## src/hdl/framer_pkg.sv

```systemverilog
// constants and types shared by the sliced text packet framer
package framer_pkg;

    // ------------------------------------------------------------
    // register subaddresses and reset values
    // ------------------------------------------------------------
    localparam logic [7:0] HDR_ID_ADDR    = 8'h5d;
    localparam logic [7:0] SRC_ID_ADDR    = 8'h5e;
    localparam logic [5:0] HDR_ID_RESET   = 6'h00;
    localparam logic [5:0] SRC_ID_RESET   = 6'h00;

    // ------------------------------------------------------------
    // header selection and field layout
    // ------------------------------------------------------------
    localparam logic [5:0] ANC_PLAIN_ID   = 6'h00;
    localparam logic [5:0] TC_HIGH_ID     = 6'h3e;
    localparam logic [2:0] ANC_FIXED_BITS = 3'h2;
    localparam logic [8:0] EARLY_LAST_LN  = 9'h017;

    // ------------------------------------------------------------
    // counts and byte codes
    // ------------------------------------------------------------
    localparam logic [5:0] TC_WORD_COUNT  = 6'h0b;
    localparam logic [5:0] ID_BYTE_COUNT  = 6'h02;
    localparam logic [5:0] WORD_ROUND_UP  = 6'h03;
    localparam logic [5:0] MAX_DECODED    = 6'h2a;
    localparam logic [7:0] FILL_BYTE      = 8'ha0;
    localparam logic [7:0] IDLE_BYTE      = 8'h00;
    localparam logic [7:0] LEAD_ONES      = 8'hff;
    localparam logic [7:0] LEAD_ZERO      = 8'h00;

    // ------------------------------------------------------------
    // sequencer states
    // ------------------------------------------------------------
    typedef enum logic [3:0] {
        S_IDLE  = 4'h0,
        S_LEAD0 = 4'h1,
        S_LEAD1 = 4'h2,
        S_LEAD2 = 4'h3,
        S_HEAD  = 4'h4,
        S_SRC   = 4'h5,
        S_COUNT = 4'h6,
        S_ID1   = 4'h7,
        S_ID2   = 4'h8,
        S_PAY   = 4'h9,
        S_CSUM  = 4'ha,
        S_BCNT  = 4'hb,
        S_ELEAD0 = 4'hc,
        S_ELEAD1 = 4'hd,
        S_ELEAD2 = 4'he,
        S_END_CODE = 4'hf
    } frame_state_t;

endpackage

```

## src/hdl/checksum_accum.sv

```systemverilog
// running byte sum over the checksummed part of a packet
`timescale 1ns/1ns
module checksum_accum (
    input  wire logic       sys_clk,
    input  wire logic       resetn,
    input  wire logic       clear,
    input  wire logic       add_en,
    input  wire logic [7:0] add_byte,
    output logic      [6:0] sum
);
    typedef struct packed {
        logic [7:0] acc;
    } accum_state_t;

    accum_state_t q;
    accum_state_t d;

    always_comb begin
        d = q;
        if (clear) begin
            d.acc = 8'h00;
        end else if (add_en) begin
            d.acc = q.acc + add_byte;
        end
    end

    always_ff @(posedge sys_clk or negedge resetn) begin
        if (!resetn) begin
            q <= '0;
        end else begin
            q <= d;
        end
    end

    assign sum = q.acc[6:0];
endmodule

```

## src/hdl/header_parity.sv

```systemverilog
// parity encoder for protected header bytes and odd parity bytes
`timescale 1ns/1ns
module header_parity (
    input  wire logic [5:0] prot_bits,
    input  wire logic [6:0] odd_bits,
    output logic      [7:0] prot_byte,
    output logic      [7:0] odd_byte
);
    logic even_parity_bit;

    always_comb begin
        even_parity_bit = ^prot_bits;
        prot_byte       = {~even_parity_bit, even_parity_bit, prot_bits};
        odd_byte        = {~(^odd_bits), odd_bits};
    end
endmodule

```

## src/hdl/sliced_vbi_packet_framer.sv

```systemverilog
// sliced text packet framer for the 8-bit image output port
`timescale 1ns/1ns
module sliced_vbi_packet_framer (
    input  wire logic       sys_clk,
    input  wire logic       resetn,
    input  wire logic       reg_write,
    input  wire logic [7:0] reg_addr,
    input  wire logic [7:0] reg_wdata,
    output logic      [7:0] reg_rdata,
    input  wire logic       line_start,
    input  wire logic       field_flag,
    input  wire logic [8:0] line_number,
    input  wire logic [3:0] data_type_code,
    input  wire logic [5:0] decoded_count,
    input  wire logic       vblank,
    input  wire logic       slice_valid,
    input  wire logic [7:0] slice_data,
    output logic            slice_ready,
    output logic      [7:0] out_data,
    output logic            out_valid,
    output logic            busy
);
    // ------------------------------------------------------------
    // state
    // ------------------------------------------------------------
    typedef struct packed {
        framer_pkg::frame_state_t state;
        logic [5:0]               hdr_id;
        logic [5:0]               src_id;
        logic                     tc;
        logic                     field_flag;
        logic                     vflag;
        logic [8:0]               line_number;
        logic [3:0]               data_type_code;
        logic [5:0]               n;
        logic [5:0]               idx;
        logic [7:0]               out_data;
        logic                     out_valid;
        logic [7:0]               rdata;
    } framer_state_t;

    framer_state_t q;
    framer_state_t d;

    logic [5:0] prot_bits;
    logic [6:0] odd_bits;
    logic [7:0] prot_byte;
    logic [7:0] odd_byte;
    logic [6:0] cs_sum;
    logic       cs_clear;
    logic       cs_add;
    logic [5:0] word_count;
    logic [5:0] slots;
    logic [5:0] n_sat;
    logic [1:0] region;

    header_parity i_header_parity (
        .prot_bits (prot_bits),
        .odd_bits  (odd_bits),
        .prot_byte (prot_byte),
        .odd_byte  (odd_byte)
    );

    checksum_accum i_checksum_accum (
        .sys_clk  (sys_clk),
        .resetn   (resetn),
        .clear    (cs_clear),
        .add_en   (cs_add),
        .add_byte (d.out_data),
        .sum      (cs_sum)
    );

    // ------------------------------------------------------------
    // helpers
    // ------------------------------------------------------------
    function automatic logic [7:0] timing_code(input logic msb, input logic f, input logic v, input logic h);
        timing_code = {msb, f, v, h, v ^ h, f ^ h, f ^ v, f ^ v ^ h};
    endfunction

    always_comb begin
        // oversized requests are clipped so the count bytes never wrap
        n_sat = (decoded_count > framer_pkg::MAX_DECODED) ? framer_pkg::MAX_DECODED : decoded_count;
        if (q.tc) begin
            word_count = framer_pkg::TC_WORD_COUNT;
        end else begin
            word_count = (q.n + framer_pkg::ID_BYTE_COUNT + framer_pkg::WORD_ROUND_UP) >> 2;
        end
        slots = 6'({word_count, 2'b00} - 8'(framer_pkg::ID_BYTE_COUNT));
        if (q.line_number == 9'h000) begin
            region = 2'h0;
        end else if (q.line_number <= framer_pkg::EARLY_LAST_LN) begin
            region = 2'h1;
        end else begin
            region = 2'h3;
        end
    end

    // ------------------------------------------------------------
    // sequencer
    // ------------------------------------------------------------
    always_comb begin
        d           = q;
        slice_ready = 1'b0;
        cs_clear    = 1'b0;
        cs_add      = 1'b0;
        prot_bits   = 6'h00;
        odd_bits    = 7'h00;
        d.out_valid = 1'b1;
        d.out_data  = framer_pkg::IDLE_BYTE;
        if (reg_write && reg_addr == framer_pkg::HDR_ID_ADDR) begin
            d.hdr_id = reg_wdata[5:0];
        end
        if (reg_write && reg_addr == framer_pkg::SRC_ID_ADDR) begin
            d.src_id = reg_wdata[5:0];
        end
        unique case (reg_addr)
            framer_pkg::HDR_ID_ADDR: d.rdata = {2'h0, q.hdr_id};
            framer_pkg::SRC_ID_ADDR: d.rdata = {2'h0, q.src_id};
            default:                 d.rdata = 8'h00;
        endcase
        unique case (q.state)
            framer_pkg::S_IDLE: begin
                d.out_valid = 1'b0;
                if (line_start) begin
                    d.tc    = (q.hdr_id >= framer_pkg::TC_HIGH_ID);
                    d.field_flag     = field_flag;
                    d.vflag          = vblank;
                    d.line_number    = line_number;
                    d.data_type_code = data_type_code;
                    d.n     = n_sat;
                    cs_clear = 1'b1;
                    d.state = framer_pkg::S_LEAD0;
                end
            end
            framer_pkg::S_LEAD0: begin
                d.out_data = q.tc ? framer_pkg::LEAD_ONES : framer_pkg::LEAD_ZERO;
                d.state    = framer_pkg::S_LEAD1;
            end
            framer_pkg::S_LEAD1: begin
                d.out_data = q.tc ? framer_pkg::LEAD_ZERO : framer_pkg::LEAD_ONES;
                d.state    = framer_pkg::S_LEAD2;
            end
            framer_pkg::S_LEAD2: begin
                d.out_data = q.tc ? framer_pkg::LEAD_ZERO : framer_pkg::LEAD_ONES;
                d.state    = framer_pkg::S_HEAD;
            end
            framer_pkg::S_HEAD: begin
                if (q.tc) begin
                    // 3eh sets the msb, 3fh clears it
                    d.out_data = timing_code(~q.hdr_id[0], q.field_flag, q.vflag, 1'b0);
                end else if (q.hdr_id == framer_pkg::ANC_PLAIN_ID) begin
                    prot_bits  = {framer_pkg::ANC_FIXED_BITS, q.field_flag, region};
                    d.out_data = prot_byte;
                end else begin
                    prot_bits  = {1'b0, q.hdr_id[4:0]};
                    d.out_data = prot_byte;
                end
                cs_add  = 1'b1;
                d.state = framer_pkg::S_SRC;
            end
            framer_pkg::S_SRC: begin
                prot_bits  = q.src_id;
                d.out_data = prot_byte;
                cs_add     = 1'b1;
                d.state    = framer_pkg::S_COUNT;
            end
            framer_pkg::S_COUNT: begin
                prot_bits  = word_count;
                d.out_data = prot_byte;
                cs_add     = 1'b1;
                d.state    = framer_pkg::S_ID1;
            end
            framer_pkg::S_ID1: begin
                odd_bits   = {q.field_flag, q.line_number[8:3]};
                d.out_data = odd_byte;
                cs_add     = 1'b1;
                d.state    = framer_pkg::S_ID2;
            end
            framer_pkg::S_ID2: begin
                odd_bits   = {q.line_number[2:0], q.data_type_code};
                d.out_data = odd_byte;
                cs_add     = 1'b1;
                d.idx      = 6'h00;
                d.state    = framer_pkg::S_PAY;
            end
            framer_pkg::S_PAY: begin
                if (q.idx < q.n) begin
                    // a stalled source costs a cycle marked invalid, not a gap in the count
                    if (slice_valid) begin
                        slice_ready = 1'b1;
                        d.out_data  = slice_data;
                        d.idx       = q.idx + 6'h01;
                        cs_add      = 1'b1;
                    end else begin
                        d.out_valid = 1'b0;
                    end
                end else begin
                    d.out_data = framer_pkg::FILL_BYTE;
                    d.idx      = q.idx + 6'h01;
                    cs_add     = 1'b1;
                end
                if (d.idx == slots && d.out_valid) begin
                    d.state = framer_pkg::S_CSUM;
                end
            end
            framer_pkg::S_CSUM: begin
                d.out_data = {cs_sum[6], cs_sum};
                d.state    = framer_pkg::S_BCNT;
            end
            framer_pkg::S_BCNT: begin
                odd_bits   = {1'b0, 6'(q.n + framer_pkg::ID_BYTE_COUNT)};
                d.out_data = odd_byte;
                d.state    = q.tc ? framer_pkg::S_ELEAD0 : framer_pkg::S_IDLE;
            end
            framer_pkg::S_ELEAD0: begin
                d.out_data = framer_pkg::LEAD_ONES;
                d.state    = framer_pkg::S_ELEAD1;
            end
            framer_pkg::S_ELEAD1: begin
                d.out_data = framer_pkg::LEAD_ZERO;
                d.state    = framer_pkg::S_ELEAD2;
            end
            framer_pkg::S_ELEAD2: begin
                d.out_data = framer_pkg::LEAD_ZERO;
                d.state    = framer_pkg::S_END_CODE;
            end
            framer_pkg::S_END_CODE: begin
                d.out_data = timing_code(~q.hdr_id[0], q.field_flag, q.vflag, 1'b1);
                d.state    = framer_pkg::S_IDLE;
            end
        endcase
        if (!d.out_valid) begin
            d.out_data = framer_pkg::IDLE_BYTE;
        end
    end

    always_ff @(posedge sys_clk or negedge resetn) begin
        if (!resetn) begin
            q        <= '0;
            q.state  <= framer_pkg::S_IDLE;
            q.hdr_id <= framer_pkg::HDR_ID_RESET;
            q.src_id <= framer_pkg::SRC_ID_RESET;
        end else begin
            q <= d;
        end
    end

    assign out_data  = q.out_data;
    assign out_valid = q.out_valid;
    assign reg_rdata = q.rdata;
    assign busy      = (q.state != framer_pkg::S_IDLE);
endmodule

```

## config.mk

```make
export PLATFORM = sky130hd
export DESIGN_NAME = sliced_vbi_packet_framer
export DESIGN_NICKNAME = d
export VERILOG_FILES = /design/src/hdl/framer_pkg.sv /design/src/hdl/checksum_accum.sv /design/src/hdl/header_parity.sv /design/src/hdl/sliced_vbi_packet_framer.sv
export SDC_FILE = /design/constraint.sdc
export NUM_CORES = 1
export LEC_CHECK = 0
export BUFFER_PORTS_ARGS = -buffer_cell sky130_fd_sc_hd__buf_4
export CORE_ASPECT_RATIO = 1.1
export CORE_MARGIN = 4
export CORE_UTILIZATION = 35
export DETAILED_ROUTE_END_ITERATION = 10
export GPL_ROUTABILITY_DRIVEN = 1
export SLEW_MARGIN = 0
export SYNTH_ARGS = -nofsm -noshare
export SYNTH_HDL_FRONTEND = slang
export SYNTH_HIERARCHICAL = 1
export SYNTH_SLANG_ARGS = --single-unit
```

## constraint.sdc

```tcl
create_clock -name sys_clk -period 4.05 [get_ports sys_clk]
set_input_delay 0.6075 -clock sys_clk [delete_from_list [all_inputs] [get_ports sys_clk]]
set_output_delay 0.6075 -clock sys_clk [all_outputs]
set_load 0.1 [all_outputs]
```

==> results.txt, run 1 <==
status = complete, no violations
CP peak stage delay = 0.45 ns
top sig layer = met4
met2 wire length = 4960 um
VDD IR max = 0.455 mV
num ports = 69
Multi-input gate area = 2400 um^2
H-tree depth = 3
DRT Pass-1 Iters = 5
slew margin rel. = 34.2%
DR iter-0 viols = 249
Combinational Power Share = 56.4%
CTS tree = built
total negative slack = 0 ns
Psw = 2.06 mW
Worst EP arrival = 3.96 ns
async set-reset flop share out of synthesis = 100%
Main synth FF type = dfrtp_1
clock sink count = 66
clock transition at the registers of the reported paths = 0.06 ns
Sw Share = 43.7%
vias in the first global route = 3455
synth warn = 6
Area growth, synth to finish = 19.3%
Row Count = 42
clock latency at the later pin of the worst-skew pair = 0.34 ns
Post-route DRC = 0
Slew Viols, Final = 0
Clock Power Share = 19.1%
Reg2Reg Depth = 12
antenna violation net count after detailed routing = 0
register area share after synthesis = 38.0%
Final GP Congestion = 0.903
commonest non-fill, non-tap cell in the layout = buf_4
Setup violations, final = 0
register area = 1650 um^2
CTS Buf Count = 9
critical path required time = 4.27 ns
via count = 3423
post-synthesis instance area = 4340 um^2
per-cell routed wire length = 16.5 um
die area = 14300 um^2
Hold Vio Cnt, Final = 0
share of cells above drive strength 1 = 27.2%
Via density = 5.32
Crit Path Max Fanout = 7
hold-fix buffers at CTS = 0
Crit Path Category = reg -> reg
Clock Skew = 0.00555 ns
first-pass GRT wire length = 17500 um
crit-path leading delay family = compound AO/OA/AOI/OAI gates
n_diodes = 0
Layout Nets = 551
Post-Place Worst Slack = 0.105 ns
global-route usage over all layers = 15.5%
Post-Syn Area per Cell = 9.80 um^2
element type at the critical path start = flop
static leakage = 2.38 nW
drt total wl = 10600 um
min Tclk post-route = 3.74 ns
pwr dens = 910 nW/um^2
Detailed Place HPWL = 8000 um
core footprint = 12100 um^2
initial antenna violation count = 0
CP Cell Sequence = ha_1, xnor2_2, o311a_1, a21o_1, o21ai_1, xnor2_2, xnor3_1, a222oi_1, nand3_1, nand2b_1, mux2i_1, mux2_1
Worst setup EP type = flop
met1 WL = 4670 um
CTS root buffer = clkbuf_16
I/O Buffers = 64
starting density of the core = 35.9%
RR Endpoint = i_checksum_accum/q[6]
die height = 125 um
CP bufs+invs = 0
EDFF count, synth = 0
Worst Hold Class = in -> async
FF+latch count, synth = 66
period utilization = 92.5%
internal reg-to-reg setup slack = 0.31 ns
Syn Inst Count = 443
wire length on met3 = 698 um
FMAX = 0.267 GHz
MaxCap Viol Count = 0
largest net degree at the start of global routing = 67
Fill cells = 1187
Sequential Power Share = 24.5%
RSZ-0062 raised after global routing = false
Int Power = 2.65 mW
cell mode on critical path = xnor2_2
die outline width = 114 um
Critical-path top delay cell = dfrtp_2
FF-to-FF Start = q[24]
post-synthesis cell type count = 67
clk buf depth = 2
postcts setup bufs = 0
grt ovf = 0
slew of the pin with the lowest slew margin = 0.981 ns
fin worst setup slack = 0.305 ns
most frequent cells in the layout = 72 x buf_4, 65 x dfrtp_1, 44 x nand2_1, 33 x nor2_1, 28 x mux2_2
sequential cells by signal, summed over array words and instances, names as in the netlist:
name,cells
q,44
out_data,8
i_checksum_accum/q,7
reg_rdata,6
out_valid,1
cell usage after synthesis, drive strengths merged, types with 3 or more instances:
cell type / n / area share [%]
dfrtp: 66 / 38
nand2: 44 / 3.8
nor2: 35 / 3.0
buf: 32 / 5.4
mux2: 29 / 7.5
o21ai: 25 / 2.9
xnor2: 20 / 4.4
a21oi: 16 / 1.9
ha: 16 / 4.6
nand3: 13 / 1.6
clkbuf: 11 / 0.95
inv: 11 / 0.95
a22o: 10 / 2.0
a22oi: 8 / 1.4
nand2b: 7 / 1.0
nor2b: 7 / 1.0
nor4: 6 / 0.86
xor2: 6 / 1.4
a21o: 5 / 0.86
a221o: 5 / 1.2
and3: 5 / 0.72
nand4: 5 / 0.72
a222oi: 4 / 0.92
mux2i: 4 / 1.0
o211ai: 4 / 0.69
o21a: 4 / 0.69
a211oi: 3 / 0.52
a31oi: 3 / 0.43
nor3b: 3 / 0.75
xnor3: 3 / 1.6
how the worst max path moves through the flow:
stage / slack, ns / cells after the start / to / from
global placement: 0.21 / 17 / i_checksum_accum/q[6] / q[24]
floorplan: 0.36 / 15 / i_checksum_accum/q[6] / q[26]
global route: 0.02 / 14 / i_checksum_accum/q[6] / q[25]
CTS: 0.1 / 12 / i_checksum_accum/q[6] / q[24]
finish: 0.31 / 12 / i_checksum_accum/q[6] / q[24]
detailed placement: 0.11 / 12 / i_checksum_accum/q[6] / q[24]
cell type report:
type                            instances  share of cell area [%]
Multi-Input combinational cell        323                    46.4
Sequential cell                        66                    31.9
Timing Repair Buffer                   72                    10.4
Clock buffer                           10                    4.42
Tap cell                              154                    3.72
Clock inverter                          6                    2.22
Inverter                               12                   0.870
per-layer routing:
metal  vias to the layer above  global-route usage [%]
li1                       1662                       -
met1                      1644                    20.4
met2                        96                    23.7
met3                        21                    4.62
met4                         0                    6.36
met5                         -                       0
kinds of logic (layout without fill, tap and decap cells):
logic type	count (synthesis)	after routing	synth area share, %
and+or+nand+nor	135	135	15.2
xor gates and xnor gates	31	31	8.41
adders and majority gates	17	17	5.07
AOI/OAI and AO/OA	105	105	17.3
other	1	2	0.0864
muxes	33	33	8.53
buffers and inverters	55	100	7.38
DFF	66	66	38.0
what timing repair did:
item,CTS,global route
resized for setup,0,7
endpoints found under the setup margin,0,1
endpoints found under the hold margin,0,0
through the flow:
| step | total power, mW | hold slack (ns) | utilization (%) | cells | cell area (um^2) |
|---|---|---|---|---|---|
| 2_1_floorplan | 3.29 | 0.312 | - | 444 | 4350 |
| 3_3_place_gp | 3.71 | 0.497 | 39.8 | 627 | 4810 |
| 3_5_place_dp | 3.76 | 0.511 | 39.8 | 627 | 4810 |
| 4_1_cts | 4.69 | 0.422 | 42.6 | 643 | 5150 |
| 5_1_grt | 5.06 | 0.460 | 42.8 | 643 | 5180 |
| 6_report | 4.71 | 0.393 | 42.8 | 643 | 5180 |
power groups by stage:
stage,Sequential [mW],Clock (mW),Combinational [mW]
4_1_cts,1.14,0.920,2.62
5_1_grt,1.19,0.958,2.92
3_5_place_dp,1.16,0,2.60
3_3_place_gp,1.15,0,2.56
6_report,1.15,0.902,2.66
2_1_floorplan,1.07,0,2.22
Power figures use the tool's default switching activity.
==> inputs of run 2 (changes only) <==
--- a/config.mk
+++ b/config.mk
@@ -5,12 +5,14 @@
 export SDC_FILE = /design/constraint.sdc
 export NUM_CORES = 1
 export LEC_CHECK = 0
+export ABC_AREA = 1
 export BUFFER_PORTS_ARGS = -buffer_cell sky130_fd_sc_hd__buf_4
 export CORE_ASPECT_RATIO = 1.1
 export CORE_MARGIN = 4
-export CORE_UTILIZATION = 35
+export CORE_UTILIZATION = 58
 export DETAILED_ROUTE_END_ITERATION = 10
 export GPL_ROUTABILITY_DRIVEN = 1
+export PLACE_DENSITY = 0.81
 export SLEW_MARGIN = 0
 export SYNTH_ARGS = -nofsm -noshare
 export SYNTH_HDL_FRONTEND = slang
==> results.txt, run 2 <==
die area = 9550 um^2
commonest non-fill, non-tap cell in the layout = nand2_1
period utilization = 81.1%
synth warn = 6
Post-Syn Area per Cell = 7.12 um^2
MaxCap Viol Count = 0
fin worst setup slack = 0.764 ns
CP peak stage delay = 0.47 ns
Crit Path Category = reg -> reg
n_diodes = 0
VDD IR max = 0.487 mV
Most flops, register = q
largest area contributor in the netlist = dfrtp_1
FMAX = 0.304 GHz
core footprint = 7870 um^2
Slew Viols, Final = 0
Final GP Congestion = 0.903
total negative slack = 0 ns
H-tree depth = 3
Critical-path top delay cell = dfrtp_1
Clock Skew = 0.0145 ns
crit-path leading delay family = simple AND/OR/NAND/NOR gates
Post-route DRC = 0
CP Cell Sequence = inv_1, ha_1, inv_1, nand3_1, nand3_1, inv_1, o221ai_1, inv_1, o21ai_1, nor3_1, nand3_1, ha_1, fa_1, nand2_1, nand2_2, nand3_2, nand2_1, nand2_1, nand3_1, nand2_1
final instance area = 5270 um^2
CTS tree = built
min Tclk post-route = 3.29 ns
num ports = 69
register area share after synthesis = 35.4%
Worst setup EP type = flop
most frequent cells in the layout = 188 x nand2_1, 98 x inv_1, 66 x dfrtp_1, 65 x buf_4, 38 x nor2_1
EDFF count, synth = 0
Multi-input gate area = 2310 um^2
max FFs per register = 44
Synth top area share = 35.4%
post-synthesis cell type count = 46
Psw = 2.37 mW
CTS root buffer = clkbuf_8
per-cell routed wire length = 14.2 um
Hold Vio Cnt, Final = 0
Main synth FF type = dfrtp_1
postcts setup bufs = 0
synth cell count leaders = 188 x nand2_1, 98 x inv_1, 66 x dfrtp_1, 39 x nor2_1, 35 x nand3_1
Syn Inst Count = 656
Setup violations, final = 0
I/O Buffers = 64
CTS Buf Count = 9
CP bufs+invs = 4
initial antenna violation count = 0
clock transition at the registers of the reported paths = 0.08 ns
antenna violation net count after detailed routing = 0
vias in the first global route = 4210
WP depth = 20
Post-Place Worst Slack = 0.817 ns
starting density of the core = 59.3%
die outline width = 93.6 um
hold-fix buffers at CTS = 0
status = complete, no violations
slew margin rel. = 45.8%
Combinational Power Share = 61.6%
Clock Power Share = 14.3%
Area growth, synth to finish = 12.8%
first-pass GRT wire length = 19300 um
share of cells above drive strength 1 = 19.2%
largest net degree at the start of global routing = 67
Detailed Place HPWL = 8660 um
count leader, synth = nand2_1
DR iter-0 viols = 282
top cells by area, synth = dfrtp_1 35%, nand2_1 15%, inv_1 7.9%, buf_4 5.1%, ha_1 4.3%
drt total wl = 11500 um
clk buf depth = 2
Crit Path Max Fanout = 8
Sw Share = 52.3%
Int Power = 2.16 mW
clock sink count = 66
grt ovf = 0
PostCTS Resize Cnt = 0
RSZ-0062 raised after global routing = false
Fill cells = 687
Post-DP Area = 5040 um^2
pwr dens = 862 nW/um^2
Via density = 5.39
Reg2Reg Depth = 20
Layout Nets = 764
register area = 1650 um^2
Worst EP arrival = 3.58 ns
Worst Hold Class = in -> async
Sequential Power Share = 24.1%
post-synthesis instance area = 4670 um^2
DRT Pass-1 Iters = 5
critical path required time = 4.34 ns
async set-reset flop share out of synthesis = 100%
element type at the critical path start = flop
static leakage = 2.75 nW
slew of the pin with the lowest slew margin = 0.814 ns
die height = 102 um
Row Count = 34
clock latency at the later pin of the worst-skew pair = 0.36 ns
FF+latch count, synth = 66
via count = 4368
global-route usage over all layers = 25.3%
[run 2: cell count changes after synthesis, sizes merged, moves of 14 or more]
cell,previous run,this run
xnor2,20,3
nor2,35,49
o21ai,25,49
inv,11,117
mux2,29,0
nand3,13,39
nand2,44,203
[run 2: logic make-up after synthesis]
family                     count (synthesis)  synth area share (%)
and+or+nand+nor                          314                  30.5
DFF                                       66                  35.4
other                                      1                0.0803
buffers and inverters                    155                  15.2
AOI/OAI and AO/OA                         98                  13.0
xor gates and xnor gates                   5                  1.10
adders and majority gates                 17                  4.72
[run 2: area by class of cell]
class,instances,area share [%]
clock buffer,10,2.61
multi-input combinational,436,44.0
clock inverter,6,1.71
timing repair buffer,65,9.27
tap,108,2.57
sequential,66,31.4
inverter,119,8.53
[run 2: routing by layer]
layer | vias up | wire length (um) | track usage, %
met4 | 0 | 213 | 8.00
met5 | - | 0 | 0
met2 | 161 | 5820 | 44.8
met1 | 2031 | 4830 | 31.3
met3 | 25 | 668 | 4.57
li1 | 2151 | - | -
[run 2: power by group through the flow]
| stage | Combinational [mW] | Sequential [mW] | Clock, mW |
|---|---|---|---|
| final | 2.80 | 1.10 | 0.648 |
| after global routing | 3.11 | 1.12 | 0.680 |
| after CTS | 2.77 | 1.09 | 0.650 |
| after detailed placement | 2.74 | 1.10 | 0 |
| after global placement | 2.63 | 1.09 | 0 |
| after floorplan | 2.32 | 1.06 | 0 |
[run 2: through the flow]
| step | instances | util [%] | hold slack [ns] | power, mW |
|---|---|---|---|---|
| final | 810 | 66.9 | 0.343 | 4.54 |
| after detailed placement | 794 | 64.0 | 0.491 | 3.83 |
| after floorplan | 657 | - | 0.312 | 3.38 |
| after CTS | 810 | 66.9 | 0.376 | 4.51 |
| after global routing | 810 | 66.9 | 0.420 | 4.92 |
| after global placement | 794 | 64.0 | 0.495 | 3.72 |
[run 2: worst paths after layout]
path	start	end	slack, ns
max	q[24]	i_checksum_accum/q[6]	0.76
min	resetn	out_data[1]	0.34
max reg2reg	q[24]	i_checksum_accum/q[6]	0.76
min reg2reg	q[57]	q[57]	0.52
max in group asynchronous	resetn	q[45]	3.17
min in group sys_clk	field_flag	q[43]	0.46
[run 2: worst reg2reg max path, delay by kind of cell (launching register included)]
family / cells / cell delay [ns]
fa+ha+maj: 3 / 0.96
simple gates: 11 / 1.02
compound gates: 2 / 0.29
flops: 1 / 0.47
buf+inv: 4 / 0.49
